### config.mk
export PLATFORM = sky130hd
export DESIGN_NAME = mss_regs
export DESIGN_NICKNAME = d
export VERILOG_FILES = /design/src/core/mss_regs.v /design/src/core/mode_pin_capture.v /design/src/core/l3_turnaround_timer.v
export VERILOG_INCLUDE_DIRS = /design/src /design/src/core
export SDC_FILE = /design/constraint.sdc
export NUM_CORES = 1
export LEC_CHECK = 0
export ABC_AREA = 1
export ABC_CLOCK_PERIOD_IN_PS = 4700
export BUFFER_PORTS_ARGS = -buffer_cell sky130_fd_sc_hd__buf_2
export CAP_MARGIN = 20
export CORE_UTILIZATION = 53
export CTS_CLUSTER_SIZE = 25
export DETAILED_ROUTE_END_ITERATION = 7
export PLACE_DENSITY = 0.84
export SKIP_LAST_GASP = 1
export SYNTH_ARGS = -nofsm -noshare
export SYNTH_HDL_FRONTEND = slang
export SYNTH_HIERARCHICAL = 1
export SYNTH_SLANG_ARGS = --single-unit
### constraint.sdc
create_clock -name CLK -period 4.7 [get_ports CLK]
set_clock_uncertainty 0.1 [all_clocks]
set_input_delay 0.705 -clock CLK [delete_from_list [all_inputs] [get_ports CLK]]
set_output_delay 0.705 -clock CLK [all_outputs]
set_load 0.02 [all_outputs]
### src/core/mss_defines.vh
// Constants for the memory subsystem control and status registers
`ifndef MSS_DEFINES_VH
`define MSS_DEFINES_VH

// ==========================================================
// Register numbers on the special-purpose register port
`define SPR_NUM_W 10
`define SPR_MSS_CONTROL 10'd1014
`define SPR_MSS_STATUS 10'd1015

// ==========================================================
// Control register fields, bit 0 is the most significant bit
`define CTL_DTQ_HI 3
`define CTL_DTQ_LO 5
`define CTL_INTERVENTION_DISABLE_BIT 7
`define CTL_TC_EXT_BIT 10
`define CTL_ABD_BIT 11
`define CTL_TC_EN_BIT 12
`define CTL_TC_HI 13
`define CTL_TC_LO 14
`define CTL_BUS_PROTOCOL_SELECT_HI 16
`define CTL_BUS_PROTOCOL_SELECT_LO 17
`define CTL_DEBUG_HI 18
`define CTL_DEBUG_LO 25
`define CTL_ID_BIT 26
`define CTL_PFE_HI 30
`define CTL_PFE_LO 31
`define CTL_RESET 32'h00000000

// ==========================================================
// Data transaction queue size encodings
`define DTQ_ENC_8 3'h0
`define DTQ_ENC_16 3'h1
`define DTQ_ENC_2 3'h2
`define DTQ_ENC_3 3'h3

// ==========================================================
// Bus protocol encodings
`define BUS_PROTOCOL_SELECT_BASE 2'h0
`define BUS_PROTOCOL_SELECT_SPLIT 2'h2

// ==========================================================
// Status register fields
`define STS_FIRST_BIT 13
`define STS_NUM_BITS 7
`define STS_L3_TAG_BIT 15
`define STS_L3_DATA_BIT 16
`define STS_RESET 32'h00000000

// ==========================================================
// L3 turnaround gap bases in L3 clock cycles
`define TURN_BASE_CYC 4'h2
`define TURN_EXT_CYC 4'h6

`endif

### src/core/mss_regs.v
// Memory subsystem control and status registers with their decoded controls
`include "mss_defines.vh"
`default_nettype none

module mss_regs #(
  parameter HAS_L3 = 1,
  parameter HAS_ECC = 0
) (
  input wire CLK,
  input wire ARST_N,
  input wire HARD_RESET_N,
  input wire BUS_MODE_PIN_ZERO_N,
  input wire BUS_MODE_PIN_ONE_N,
  input wire [`SPR_NUM_W-1:0] SPR_NUM,
  input wire SPR_WE,
  input wire SPR_RE,
  input wire [0:31] SPR_WDATA,
  output reg [0:31] SPR_RDATA,
  output reg SPR_HIT,
  input wire L3_TICK,
  input wire L3_RD_ISSUE,
  input wire L3_WR_ISSUE,
  output wire L3_RD_ALLOW,
  output wire L3_WR_ALLOW,
  input wire L2_TAG_PERR,
  input wire L2_DATA_PERR,
  input wire L3_TAG_PERR,
  input wire L3_DATA_PERR,
  input wire ADDR_PERR,
  input wire DATA_PERR,
  input wire TRANSFER_ERR_ACK,
  input wire [6:0] REPORT_EN,
  output reg [6:0] ERR_DETECT_LOG,
  output reg [4:0] DTQ_LIMIT,
  output reg EXT_PUSH_MODE,
  output reg SPLIT_TXN_MODE,
  output reg [1:0] L2_PREFETCH_ENGINES,
  output reg [3:0] L3_TURNAROUND_CYCLES,
  output wire ADDR_BUS_DRIVEN,
  output wire PROCESSOR_INDEX,
  output wire [1:0] BUS_PROTOCOL
);

  // ==========================================================
  // Declarations
  reg [2:0] dtq_q;
  reg [2:0] dtq_d;
  reg intervention_disable_q;
  reg intervention_disable_d;
  reg tc_ext_q;
  reg tc_ext_d;
  reg tc_en_q;
  reg tc_en_d;
  reg [1:0] tc_q;
  reg [1:0] tc_d;
  reg [7:0] debug_q;
  reg [7:0] debug_d;
  reg [1:0] pfe_q;
  reg [1:0] pfe_d;
  reg [0:31] ctl_view;
  reg [0:31] sts_view;
  reg [4:0] dtq_limit_d;
  reg [3:0] turn_d;
  wire ctl_sel;
  wire sts_sel;
  wire ctl_wr;
  wire sts_wr;
  wire [6:0] err_event;
  wire [6:0] err_present;
  wire [6:0] err_set;
  wire [6:0] sts_q;
  wire turn_en;

  // ==========================================================
  // Register number decode
  assign ctl_sel = (SPR_NUM == `SPR_MSS_CONTROL);
  assign sts_sel = (SPR_NUM == `SPR_MSS_STATUS);
  assign ctl_wr = SPR_WE && ctl_sel;
  assign sts_wr = SPR_WE && sts_sel;

  // ==========================================================
  // Pin-derived read-only fields
  mode_pin_capture u_pins (
    .clk(CLK),
    .arst_n(ARST_N),
    .hard_reset_n(HARD_RESET_N),
    .mode_pin_zero_n(BUS_MODE_PIN_ZERO_N),
    .mode_pin_one_n(BUS_MODE_PIN_ONE_N),
    .bus_protocol_q(BUS_PROTOCOL),
    .addr_bus_driven_q(ADDR_BUS_DRIVEN),
    .proc_index_q(PROCESSOR_INDEX)
  );

  // ==========================================================
  // Writable control fields: next values from a register write
  always @* begin
    dtq_d = dtq_q;
    intervention_disable_d = intervention_disable_q;
    tc_ext_d = tc_ext_q;
    tc_en_d = tc_en_q;
    tc_d = tc_q;
    debug_d = debug_q;
    pfe_d = pfe_q;
    if (ctl_wr) begin
      dtq_d = SPR_WDATA[`CTL_DTQ_HI:`CTL_DTQ_LO];
      intervention_disable_d = SPR_WDATA[`CTL_INTERVENTION_DISABLE_BIT];
      // Without an L3 this bit is reserved and stays zero
      tc_ext_d = (HAS_L3 != 0) ? SPR_WDATA[`CTL_TC_EXT_BIT] : 1'b0;
      tc_en_d = SPR_WDATA[`CTL_TC_EN_BIT];
      tc_d = SPR_WDATA[`CTL_TC_HI:`CTL_TC_LO];
      // Debug bits are stored as written; nonzero is software's risk
      debug_d = SPR_WDATA[`CTL_DEBUG_HI:`CTL_DEBUG_LO];
      pfe_d = SPR_WDATA[`CTL_PFE_HI:`CTL_PFE_LO];
    end
  end

  // ==========================================================
  // Writable control fields: storage, cleared by either reset
  always @(posedge CLK or negedge ARST_N) begin
    if (!ARST_N) begin
      dtq_q <= 3'h0;
      intervention_disable_q <= 1'b0;
      tc_ext_q <= 1'b0;
      tc_en_q <= 1'b0;
      tc_q <= 2'h0;
      debug_q <= 8'h00;
      pfe_q <= 2'h0;
    end else if (!HARD_RESET_N) begin
      // Hard reset is a level on a pin, so it clears synchronously
      dtq_q <= 3'h0;
      intervention_disable_q <= 1'b0;
      tc_ext_q <= 1'b0;
      tc_en_q <= 1'b0;
      tc_q <= 2'h0;
      debug_q <= 8'h00;
      pfe_q <= 2'h0;
    end else begin
      dtq_q <= dtq_d;
      intervention_disable_q <= intervention_disable_d;
      tc_ext_q <= tc_ext_d;
      tc_en_q <= tc_en_d;
      tc_q <= tc_d;
      debug_q <= debug_d;
      pfe_q <= pfe_d;
    end
  end

  // ==========================================================
  // Control register read view, reserved bits forced to zero
  always @* begin
    ctl_view = `CTL_RESET;
    ctl_view[`CTL_DTQ_HI:`CTL_DTQ_LO] = dtq_q;
    ctl_view[`CTL_INTERVENTION_DISABLE_BIT] = intervention_disable_q;
    ctl_view[`CTL_TC_EXT_BIT] = tc_ext_q;
    ctl_view[`CTL_ABD_BIT] = ADDR_BUS_DRIVEN;
    ctl_view[`CTL_TC_EN_BIT] = tc_en_q;
    ctl_view[`CTL_TC_HI:`CTL_TC_LO] = tc_q;
    ctl_view[`CTL_BUS_PROTOCOL_SELECT_HI:`CTL_BUS_PROTOCOL_SELECT_LO] = BUS_PROTOCOL;
    ctl_view[`CTL_DEBUG_HI:`CTL_DEBUG_LO] = debug_q;
    ctl_view[`CTL_ID_BIT] = PROCESSOR_INDEX;
    // Bits 27 to 29 are never assigned and so read zero
    ctl_view[`CTL_PFE_HI:`CTL_PFE_LO] = pfe_q;
  end

  // ==========================================================
  // Queue depth and turnaround decode
  always @* begin
    case (dtq_q)
      `DTQ_ENC_8: dtq_limit_d = 5'h08;
      `DTQ_ENC_16: dtq_limit_d = 5'h10;
      // Code 011 is taken as three; the other codes are the depth itself
      default: dtq_limit_d = {2'h0, dtq_q};
    endcase
    if (tc_ext_q) begin
      turn_d = `TURN_EXT_CYC + {2'h0, tc_q};
    end else begin
      turn_d = `TURN_BASE_CYC + {2'h0, tc_q};
    end
  end

  // ==========================================================
  // Registered decoded controls toward the bus and cache logic
  always @(posedge CLK or negedge ARST_N) begin
    if (!ARST_N) begin
      DTQ_LIMIT <= 5'h08;
      EXT_PUSH_MODE <= 1'b0;
      SPLIT_TXN_MODE <= 1'b0;
      L2_PREFETCH_ENGINES <= 2'h0;
      L3_TURNAROUND_CYCLES <= 4'h0;
    end else begin
      DTQ_LIMIT <= dtq_limit_d;
      SPLIT_TXN_MODE <= (BUS_PROTOCOL == `BUS_PROTOCOL_SELECT_SPLIT);
      // Pushes replace interventions only on the split-transaction bus
      EXT_PUSH_MODE <= intervention_disable_q && (BUS_PROTOCOL == `BUS_PROTOCOL_SELECT_SPLIT);
      L2_PREFETCH_ENGINES <= pfe_q;
      L3_TURNAROUND_CYCLES <= tc_en_q ? turn_d : 4'h0;
    end
  end

  // ==========================================================
  // L3 read/write turnaround enforcement
  assign turn_en = tc_en_q;

  l3_turnaround_timer #(
    .CNT_W(4)
  ) u_turn (
    .clk(CLK),
    .arst_n(ARST_N),
    .l3_tick(L3_TICK),
    .gap_en(turn_en),
    .gap_cycles(turn_d),
    .rd_issue(L3_RD_ISSUE),
    .wr_issue(L3_WR_ISSUE),
    .rd_allow_q(L3_RD_ALLOW),
    .wr_allow_q(L3_WR_ALLOW)
  );

  // ==========================================================
  // Error events in status bit order 13 to 19
  assign err_event = {
    L2_TAG_PERR,
    L2_DATA_PERR,
    L3_TAG_PERR && (HAS_L3 != 0),
    L3_DATA_PERR && (HAS_L3 != 0),
    ADDR_PERR,
    DATA_PERR,
    TRANSFER_ERR_ACK
  };

  // Bits that exist on this variant; L3 bits vanish without an L3
  assign err_present = (HAS_L3 != 0) ? 7'h7F : 7'h67;

  // With ECC, reporting enables gate the status but not the detect log
  assign err_set = (HAS_ECC != 0) ? (err_event & REPORT_EN) : err_event;

  // ==========================================================
  // Sticky status bits; a new error beats a same-cycle software clear
  genvar gi;
  generate
    for (gi = 0; gi < `STS_NUM_BITS; gi = gi + 1) begin : g_sts
      reg bit_q;
      always @(posedge CLK or negedge ARST_N) begin
        if (!ARST_N) begin
          bit_q <= 1'b0;
        end else if (!HARD_RESET_N) begin
          bit_q <= 1'b0;
        end else if (err_set[6-gi]) begin
          bit_q <= 1'b1;
        end else if (sts_wr) begin
          bit_q <= SPR_WDATA[`STS_FIRST_BIT+gi] && err_present[6-gi];
        end
      end
      assign sts_q[6-gi] = bit_q;
    end
  endgenerate

  // ==========================================================
  // Detect log keeps every error, whether reported or not
  always @(posedge CLK or negedge ARST_N) begin
    if (!ARST_N) begin
      ERR_DETECT_LOG <= 7'h00;
    end else if (!HARD_RESET_N) begin
      ERR_DETECT_LOG <= 7'h00;
    end else begin
      ERR_DETECT_LOG <= ERR_DETECT_LOG | err_event;
    end
  end

  // ==========================================================
  // Status register read view
  always @* begin
    sts_view = `STS_RESET;
    sts_view[`STS_FIRST_BIT:`STS_FIRST_BIT+`STS_NUM_BITS-1] = sts_q;
  end

  // ==========================================================
  // Read port: data and hit one cycle after the read strobe
  always @(posedge CLK or negedge ARST_N) begin
    if (!ARST_N) begin
      SPR_RDATA <= 32'h00000000;
      SPR_HIT <= 1'b0;
    end else if (SPR_RE && ctl_sel) begin
      SPR_RDATA <= ctl_view;
      SPR_HIT <= 1'b1;
    end else if (SPR_RE && sts_sel) begin
      SPR_RDATA <= sts_view;
      SPR_HIT <= 1'b1;
    end else begin
      // Unmapped numbers and idle cycles read as zero with no hit
      SPR_RDATA <= 32'h00000000;
      SPR_HIT <= 1'b0;
    end
  end

endmodule
`default_nettype wire

### src/core/mode_pin_capture.v
// Capture of bus mode strap pins around hard reset
`default_nettype none

module mode_pin_capture (
  input wire clk,
  input wire arst_n,
  input wire hard_reset_n,
  input wire mode_pin_zero_n,
  input wire mode_pin_one_n,
  output reg [1:0] bus_protocol_q,
  output reg addr_bus_driven_q,
  output reg proc_index_q
);

  reg hard_reset_n_q;

  // ==========================================================
  // Sampling: protocol while hard reset holds, index and mode at release
  always @(posedge clk or negedge arst_n) begin
    if (!arst_n) begin
      hard_reset_n_q <= 1'b0;
      bus_protocol_q <= 2'h0;
      addr_bus_driven_q <= 1'b0;
      proc_index_q <= 1'b0;
    end else begin
      hard_reset_n_q <= hard_reset_n;
      if (!hard_reset_n) begin
        bus_protocol_q <= {~mode_pin_zero_n, ~mode_pin_one_n};
      end
      // Pins are active low, so a driven-low pin reads as one
      if (hard_reset_n && !hard_reset_n_q) begin
        addr_bus_driven_q <= ~mode_pin_zero_n;
        proc_index_q <= ~mode_pin_one_n;
      end
    end
  end

endmodule
`default_nettype wire

### src/core/l3_turnaround_timer.v
// Idle gap enforcement between L3 reads and writes
`default_nettype none

module l3_turnaround_timer #(
  parameter CNT_W = 4
) (
  input wire clk,
  input wire arst_n,
  input wire l3_tick,
  input wire gap_en,
  input wire [CNT_W-1:0] gap_cycles,
  input wire rd_issue,
  input wire wr_issue,
  output reg rd_allow_q,
  output reg wr_allow_q
);

  reg [CNT_W-1:0] cnt_q;
  reg [CNT_W-1:0] cnt_d;
  reg last_wr_q;
  reg last_wr_d;

  // ==========================================================
  // Each issue restarts the gap; the gap only blocks the other direction
  always @* begin
    cnt_d = cnt_q;
    last_wr_d = last_wr_q;
    if (rd_issue || wr_issue) begin
      cnt_d = gap_en ? gap_cycles : {CNT_W{1'b0}};
      last_wr_d = wr_issue;
    end else if (l3_tick && cnt_q != {CNT_W{1'b0}}) begin
      cnt_d = cnt_q - 1'b1;
    end
  end

  // ==========================================================
  // Allows are registered from the next state so they line up with it
  always @(posedge clk or negedge arst_n) begin
    if (!arst_n) begin
      cnt_q <= {CNT_W{1'b0}};
      last_wr_q <= 1'b0;
      rd_allow_q <= 1'b1;
      wr_allow_q <= 1'b1;
    end else begin
      cnt_q <= cnt_d;
      last_wr_q <= last_wr_d;
      rd_allow_q <= !(last_wr_d && cnt_d != {CNT_W{1'b0}});
      wr_allow_q <= !(!last_wr_d && cnt_d != {CNT_W{1'b0}});
    end
  end

endmodule
`default_nettype wire

# Yosys cells after proc, flatten, opt, wreduce, memory -nomap -nowiden
# Cells that the tools add are included.
dict set report classes {
  bitwise 3
  reduce_logical 17
  n_addsub 3
  eq_ne 12
  n_mux 46
}
# operator n
set op_table {}
lappend op_table {{2-to-1 mux 32 bit} 1}
lappend op_table {{2-to-1 mux 1 bit} 30}
lappend op_table {{inequality test 3 x 1 -> 1 bit (second input constant)} 7}
lappend op_table {{equality test 10 bit (second input constant)} 2}
lappend op_table {{2-to-1 mux 19 bit} 1}
lappend op_table {{2-to-1 mux 4 bit} 4}
lappend op_table {{2-to-1 mux 8 bit} 2}
lappend op_table {{one-hot mux 5 bit (2 select lines)} 1}
lappend op_table {{logical AND 1 bit} 9}
lappend op_table {{2-to-1 mux 2 bit} 4}
lappend op_table {{nonzero test 4 bit} 2}
lappend op_table {{2-to-1 mux 7 bit} 1}
lappend op_table {{OR 7 bit} 1}
lappend op_table {{2-to-1 mux 3 bit} 2}
lappend op_table {{adder 3 x 2 -> 4 bit (first input constant)} 1}
lappend op_table {{logical NOT 1 bit} 4}
lappend op_table {{subtractor 4 x 1 -> 4 bit (second input constant)} 1}
lappend op_table {{adder 2 x 2 -> 3 bit (first input constant)} 1}
lappend op_table {{equality test 3 x 1 -> 1 bit (second input constant)} 1}
lappend op_table {{logical NOT 3 bit} 1}
lappend op_table {{equality test 2 bit (second input constant)} 1}
lappend op_table {{inequality test 2 x 1 -> 1 bit (second input constant)} 1}
lappend op_table {{NOT 1 bit} 2}
lappend op_table {{logical OR 1 bit} 1}
dict set report totals {
  inputBits 66
  output_inout_bits 59
  register_bits 90
  elab_cells 111
}

# Longest topological paths before layout
dict set report depth {
  ltp_word 7
  depth_mapped 10
  ltp_nobuf 10
}

# By module
# The synthesis kept the hierarchy.
# module area_each_um2 n_inst seq_area_each_um2 cells_each
set modules_own_cells {}
lappend modules_own_cells {mss_regs 2929.1 1 1727.9 337}
lappend modules_own_cells {l3_turnaround_timer 425.4 1 177.7 60}
lappend modules_own_cells {mode_pin_capture 185.2 1 125.1 19}

# Least setup slack after synthesis
# No wires, ideal clock.
dict set report synth_timing {
  path_kind {in2reg}
  start {input SPR_NUM[7]}
  end {register debug_q[0]}
  required_ns 4.482
  n_path_buf 2
  setup_slack_ns 3.003
  cell_stages 7
  arrival_time_ns 1.479
  setup_ns 0.118
  cell_sequence {nand2_1 nor2_4 nand4_1 buf_2 buf_6 nand3_1 nand2_1}
}
dict set report synth_via {
  elab_chain_cells 3
}
# element line_no
set synth_lines {}
lappend synth_lines {{start: declaration} mss_regs.v:14} ;# input wire [`SPR_NUM_W-1:0] SPR_NUM,
lappend synth_lines {{equality test 10 bit (no source line)} -}
lappend synth_lines {{logical AND 1 bit} mss_regs.v:78} ;# assign ctl_wr = SPR_WE && ctl_sel;
lappend synth_lines {{inequality test 2 x 1 -> 1 bit (no source line)} -}
lappend synth_lines {{end signal: assignment} mss_regs.v:143} ;# debug_q <= debug_d;
lappend synth_lines {{end: declaration} mss_regs.v:56} ;# reg [7:0] debug_q;
# Every way passes these cells.
# A chain may end at the register's enable or synchronous reset.

# Final worst setup path
dict set report layout_timing {
  start {input SPR_NUM[3]}
  end {register debug_q[7]}
}
# Same word-level chain as after synthesis.

==> flow_summary.json <==
{
  "switchingPower_mw": 0.351,
  "pwr-share-comb_pct": 9.0,
  "synth.avg_cell_area_sq_um": 8.51,
  "min_period_over_period_pct": 49.5,
  "route.detailed.drc": 0,
  "tns_ns": 0,
  "slowest_stage": "nand4_1",
  "criticalPathCategory": "in2reg",
  "area_delta_synth_final_pct": 19.3,
  "synth_edf_count": 0,
  "dpl.hpwl_um": 4700,
  "hold_path_class": "reg2reg",
  "drt-wirelength-per-cell_um": 11.4,
  "max_clock_freq_ghz": 0.429,
  "synth_top_area_share_pct": 55.1,
  "post-cts-setup-buffers": 0,
  "port_buffers": 97,
  "core.rowCount": 29,
  "ctsHoldBuffers": 0,
  "worstPathCellList": "buf_2 > inv_1 > nand2_1 > nor2_4 > nand4_1 > inv_2 > nand2_1 > nand2_1",
  "yosys_most_used_dff": "dfrtp_1",
  "die_h_um": 83.7,
  "status": "finished clean",
  "async_flop_share_pct": 100,
  "yosys.area.top_type": "dfrtp_1",
  "grt_pass1_wl_um": 11100,
  "ir_drop_mv": 0.200,
  "routabilityCongestion": 0.842,
  "grt_antenna_before_repair": 0,
  "post-place-cells": 576,
  "ys_warn_count": 6,
  "crit_path_start_kind": "input pin",
  "critPathBufInv": 3,
  "root_buffer": "clkbuf_8",
  "synth_cells": 416,
  "setup_viol": 0,
  "period_needed_ns": 2.33,
  "cts_tree": "built",
  "endpoint_kind": "register",
  "clk_pin_slew_worst_paths_ns": 0.08,
  "synthSimpleGateAreaFrac_pct": 28.3,
  "synth_top_family_by_area": "simple AND/OR/NAND/NOR gates",
  "ys_ff_latch": 81,
  "grt_pass1_vias": 2548,
  "insertion_delay_ns": 0.35,
  "final_cells": 592,
  "grt_overflow": 0,
  "syn_area_sq_um": 3540,
  "synthTopCellsByCount": "nand2_1 (121), dfrtp_1 (78), inv_1 (59)",
  "hold_viol_final": 0,
  "drive_gt1_share_pct": 27.4,
  "cts_max_level": 3,
  "post_cts_resized": 0,
  "drt_first_pass_iters": 4,
  "synthAdderAreaFrac_pct": 1.41,
  "finalNetCount": 580,
  "critPathArrivalTime_ns": 2.51,
  "power.share.clock_pct": 37.7,
  "yosysMostFrequentCell": "nand2_1",
  "synthTopCellsByArea": "dfrtp_1 (55%), nand2_1 (13%), inv_1 (6.3%)",
  "start_util_pct": 55.4,
  "rsz0062_at_grt": "false",
  "worstPathRequired_ns": 4.88,
  "cp_common_cell": "nand2_1",
  "viasPerCell": 4.75,
  "cp_max_fo": 20,
  "ios": 125,
  "power_leakage_nw": 2.54,
  "synth-xor-area-share_pct": 0,
  "track_usage_pct": 20.1,
  "numCtsBuffers": 9,
  "power.internal_mw": 1.02,
  "yosys.cell_types.count": 26,
  "cts_max_path_buffers": 2,
  "vias": 2812,
  "worst-slew-pin-transition_ns": 0.956,
  "drtIter0Drc": 140,
  "wl_um": 6760,
  "ys_seq_area_share_pct": 57.4,
  "dieArea_sq_um": 7010,
  "pwr_density_cell_nw_per_um2": 324,
  "ant_nets": 0,
  "synth_mux_area_share_pct": 0,
  "pwr-share-seq_pct": 53.3,
  "synth_compound_area_share_pct": 2.44,
  "slew_headroom_pct": 36.2,
  "cts.sinks": 81,
  "diodes": 0,
  "cp_top_family": "simple AND/OR/NAND/NOR gates",
  "drv_slew": 0,
  "grt_max_degree": 82,
  "crit_path_max_incr_delay_ns": 0.72,
  "p_sw_share_pct": 25.6,
  "core_area_sq_um": 6390,
  "die_x_um": 83.7,
  "drv_cap": 0
}
[metrics by stage]
step / util, % / hold WS, ns / power, mW / instance area (sq um) / setup slack [ns]
finish: 66.1 / 0.305 / 1.37 / 4220 / 2.37
global route: 66.1 / 0.320 / 1.42 / 4220 / 2.23
CTS: 66.1 / 0.307 / 1.38 / 4220 / 2.34
detailed placement: 62.9 / 0.286 / 0.868 / 4020 / 2.01
global placement: 62.9 / 0.282 / 0.864 / 4020 / 2.05
floorplan: - / 0.274 / 0.816 / 3570 / 3.00
[final cells by class]
cell class                 count  area, sq um
inverter                      61          229
clock buffer                  10          138
clock inverter                 6         67.6
sequential                    81         2030
multi-input combinational    260         1170
fill                         547         2160
timing repair buffer          97          488
tap                           77         96.3
[worst paths after layout]
| path | start | to | slack (ns) | cells past startpoint |
|---|---|---|---|---|
| max | SPR_NUM[3] | debug_q[7] | 2.37 | 8 |
| min | pfe_q[1] | L2_PREFETCH_ENGINES[1] | 0.30 | 0 |
| max reg2reg | tc_q[1] | u_turn/rd_allow_q | 2.97 | 8 |
| max in group asynchronous | ARST_N | g_sts[0].bit_q | 3.48 | 1 |
| min reg2reg | pfe_q[1] | L2_PREFETCH_ENGINES[1] | 0.30 | 0 |
| min in group asynchronous | ARST_N | DTQ_LIMIT[1] | 0.42 | 1 |
[power by group through the flow]
| stage | Combinational, mW | Clock (mW) | Sequential, mW |
|---|---|---|---|
| floorplan | 0.0596 | 0 | 0.756 |
| global placement | 0.120 | 0 | 0.743 |
| detailed placement | 0.124 | 0 | 0.744 |
| CTS | 0.125 | 0.523 | 0.731 |
| global route | 0.139 | 0.550 | 0.733 |
| finish | 0.123 | 0.516 | 0.731 |
[cells by family after synthesis]
kind of cell / Yosys count
other cells: 1
simple gates: 232
buf+inv: 83
fa+ha+maj: 4
flops: 81
compound gates: 15
[state kept, by name, summed over array words and instances (netlist names), 2 cells and up]
signal and flops:
SPR_RDATA 23, debug_q 8, ERR_DETECT_LOG 7, g_sts.bit_q 7, DTQ_LIMIT 5, L3_TURNAROUND_CYCLES 4
u_turn/cnt_q 4, dtq_q 3, L2_PREFETCH_ENGINES 2, pfe_q 2, tc_q 2, u_pins/bus_protocol_q 2
[routing by layer]
metal	share of wire, %	GRT usage, %
met5	0	0
met4	1.3	8.01
met3	5.4	4.75
met2	52	35.6
met1	41	23.4
[cells in the final DEF, fill, tap and decap left out, types with 2 or more instances in the layout]
master      Yosys  final
buf_2           4     96
nand2_1       121    121
o21ai_0         8      8
inv_2           2      2
a21oi_1         2      2
ha_1            4      4
nand4_1         3      3
nor2_4          3      3
nor2_1         51     51
a21oi_2         3      3
dfstp_2         3      3
o21ai_1         2      2
nor3_1          3      3
clkinvlp_4      0      2
dfrtp_1        78     78
inv_1          59     59
clkbuf_8        0     10
nor2_2         12     12
nand3_1        33     33
clkinv_4        0      2
nand2_2         3      3
conb_1          1      9
[worst reg2reg max path, stage by stage (launching register included)]
cell and delay, ns:
dfrtp_1 0.44, inv_1 0.09, ha_1 0.19, or2_2 0.29, nand2_1 0.07, nor2_1 0.05
nor2_1 0.15, nand2_1 0.10, o21ai_1 0.17
Note: power is estimated with default switching activity, not from simulation.
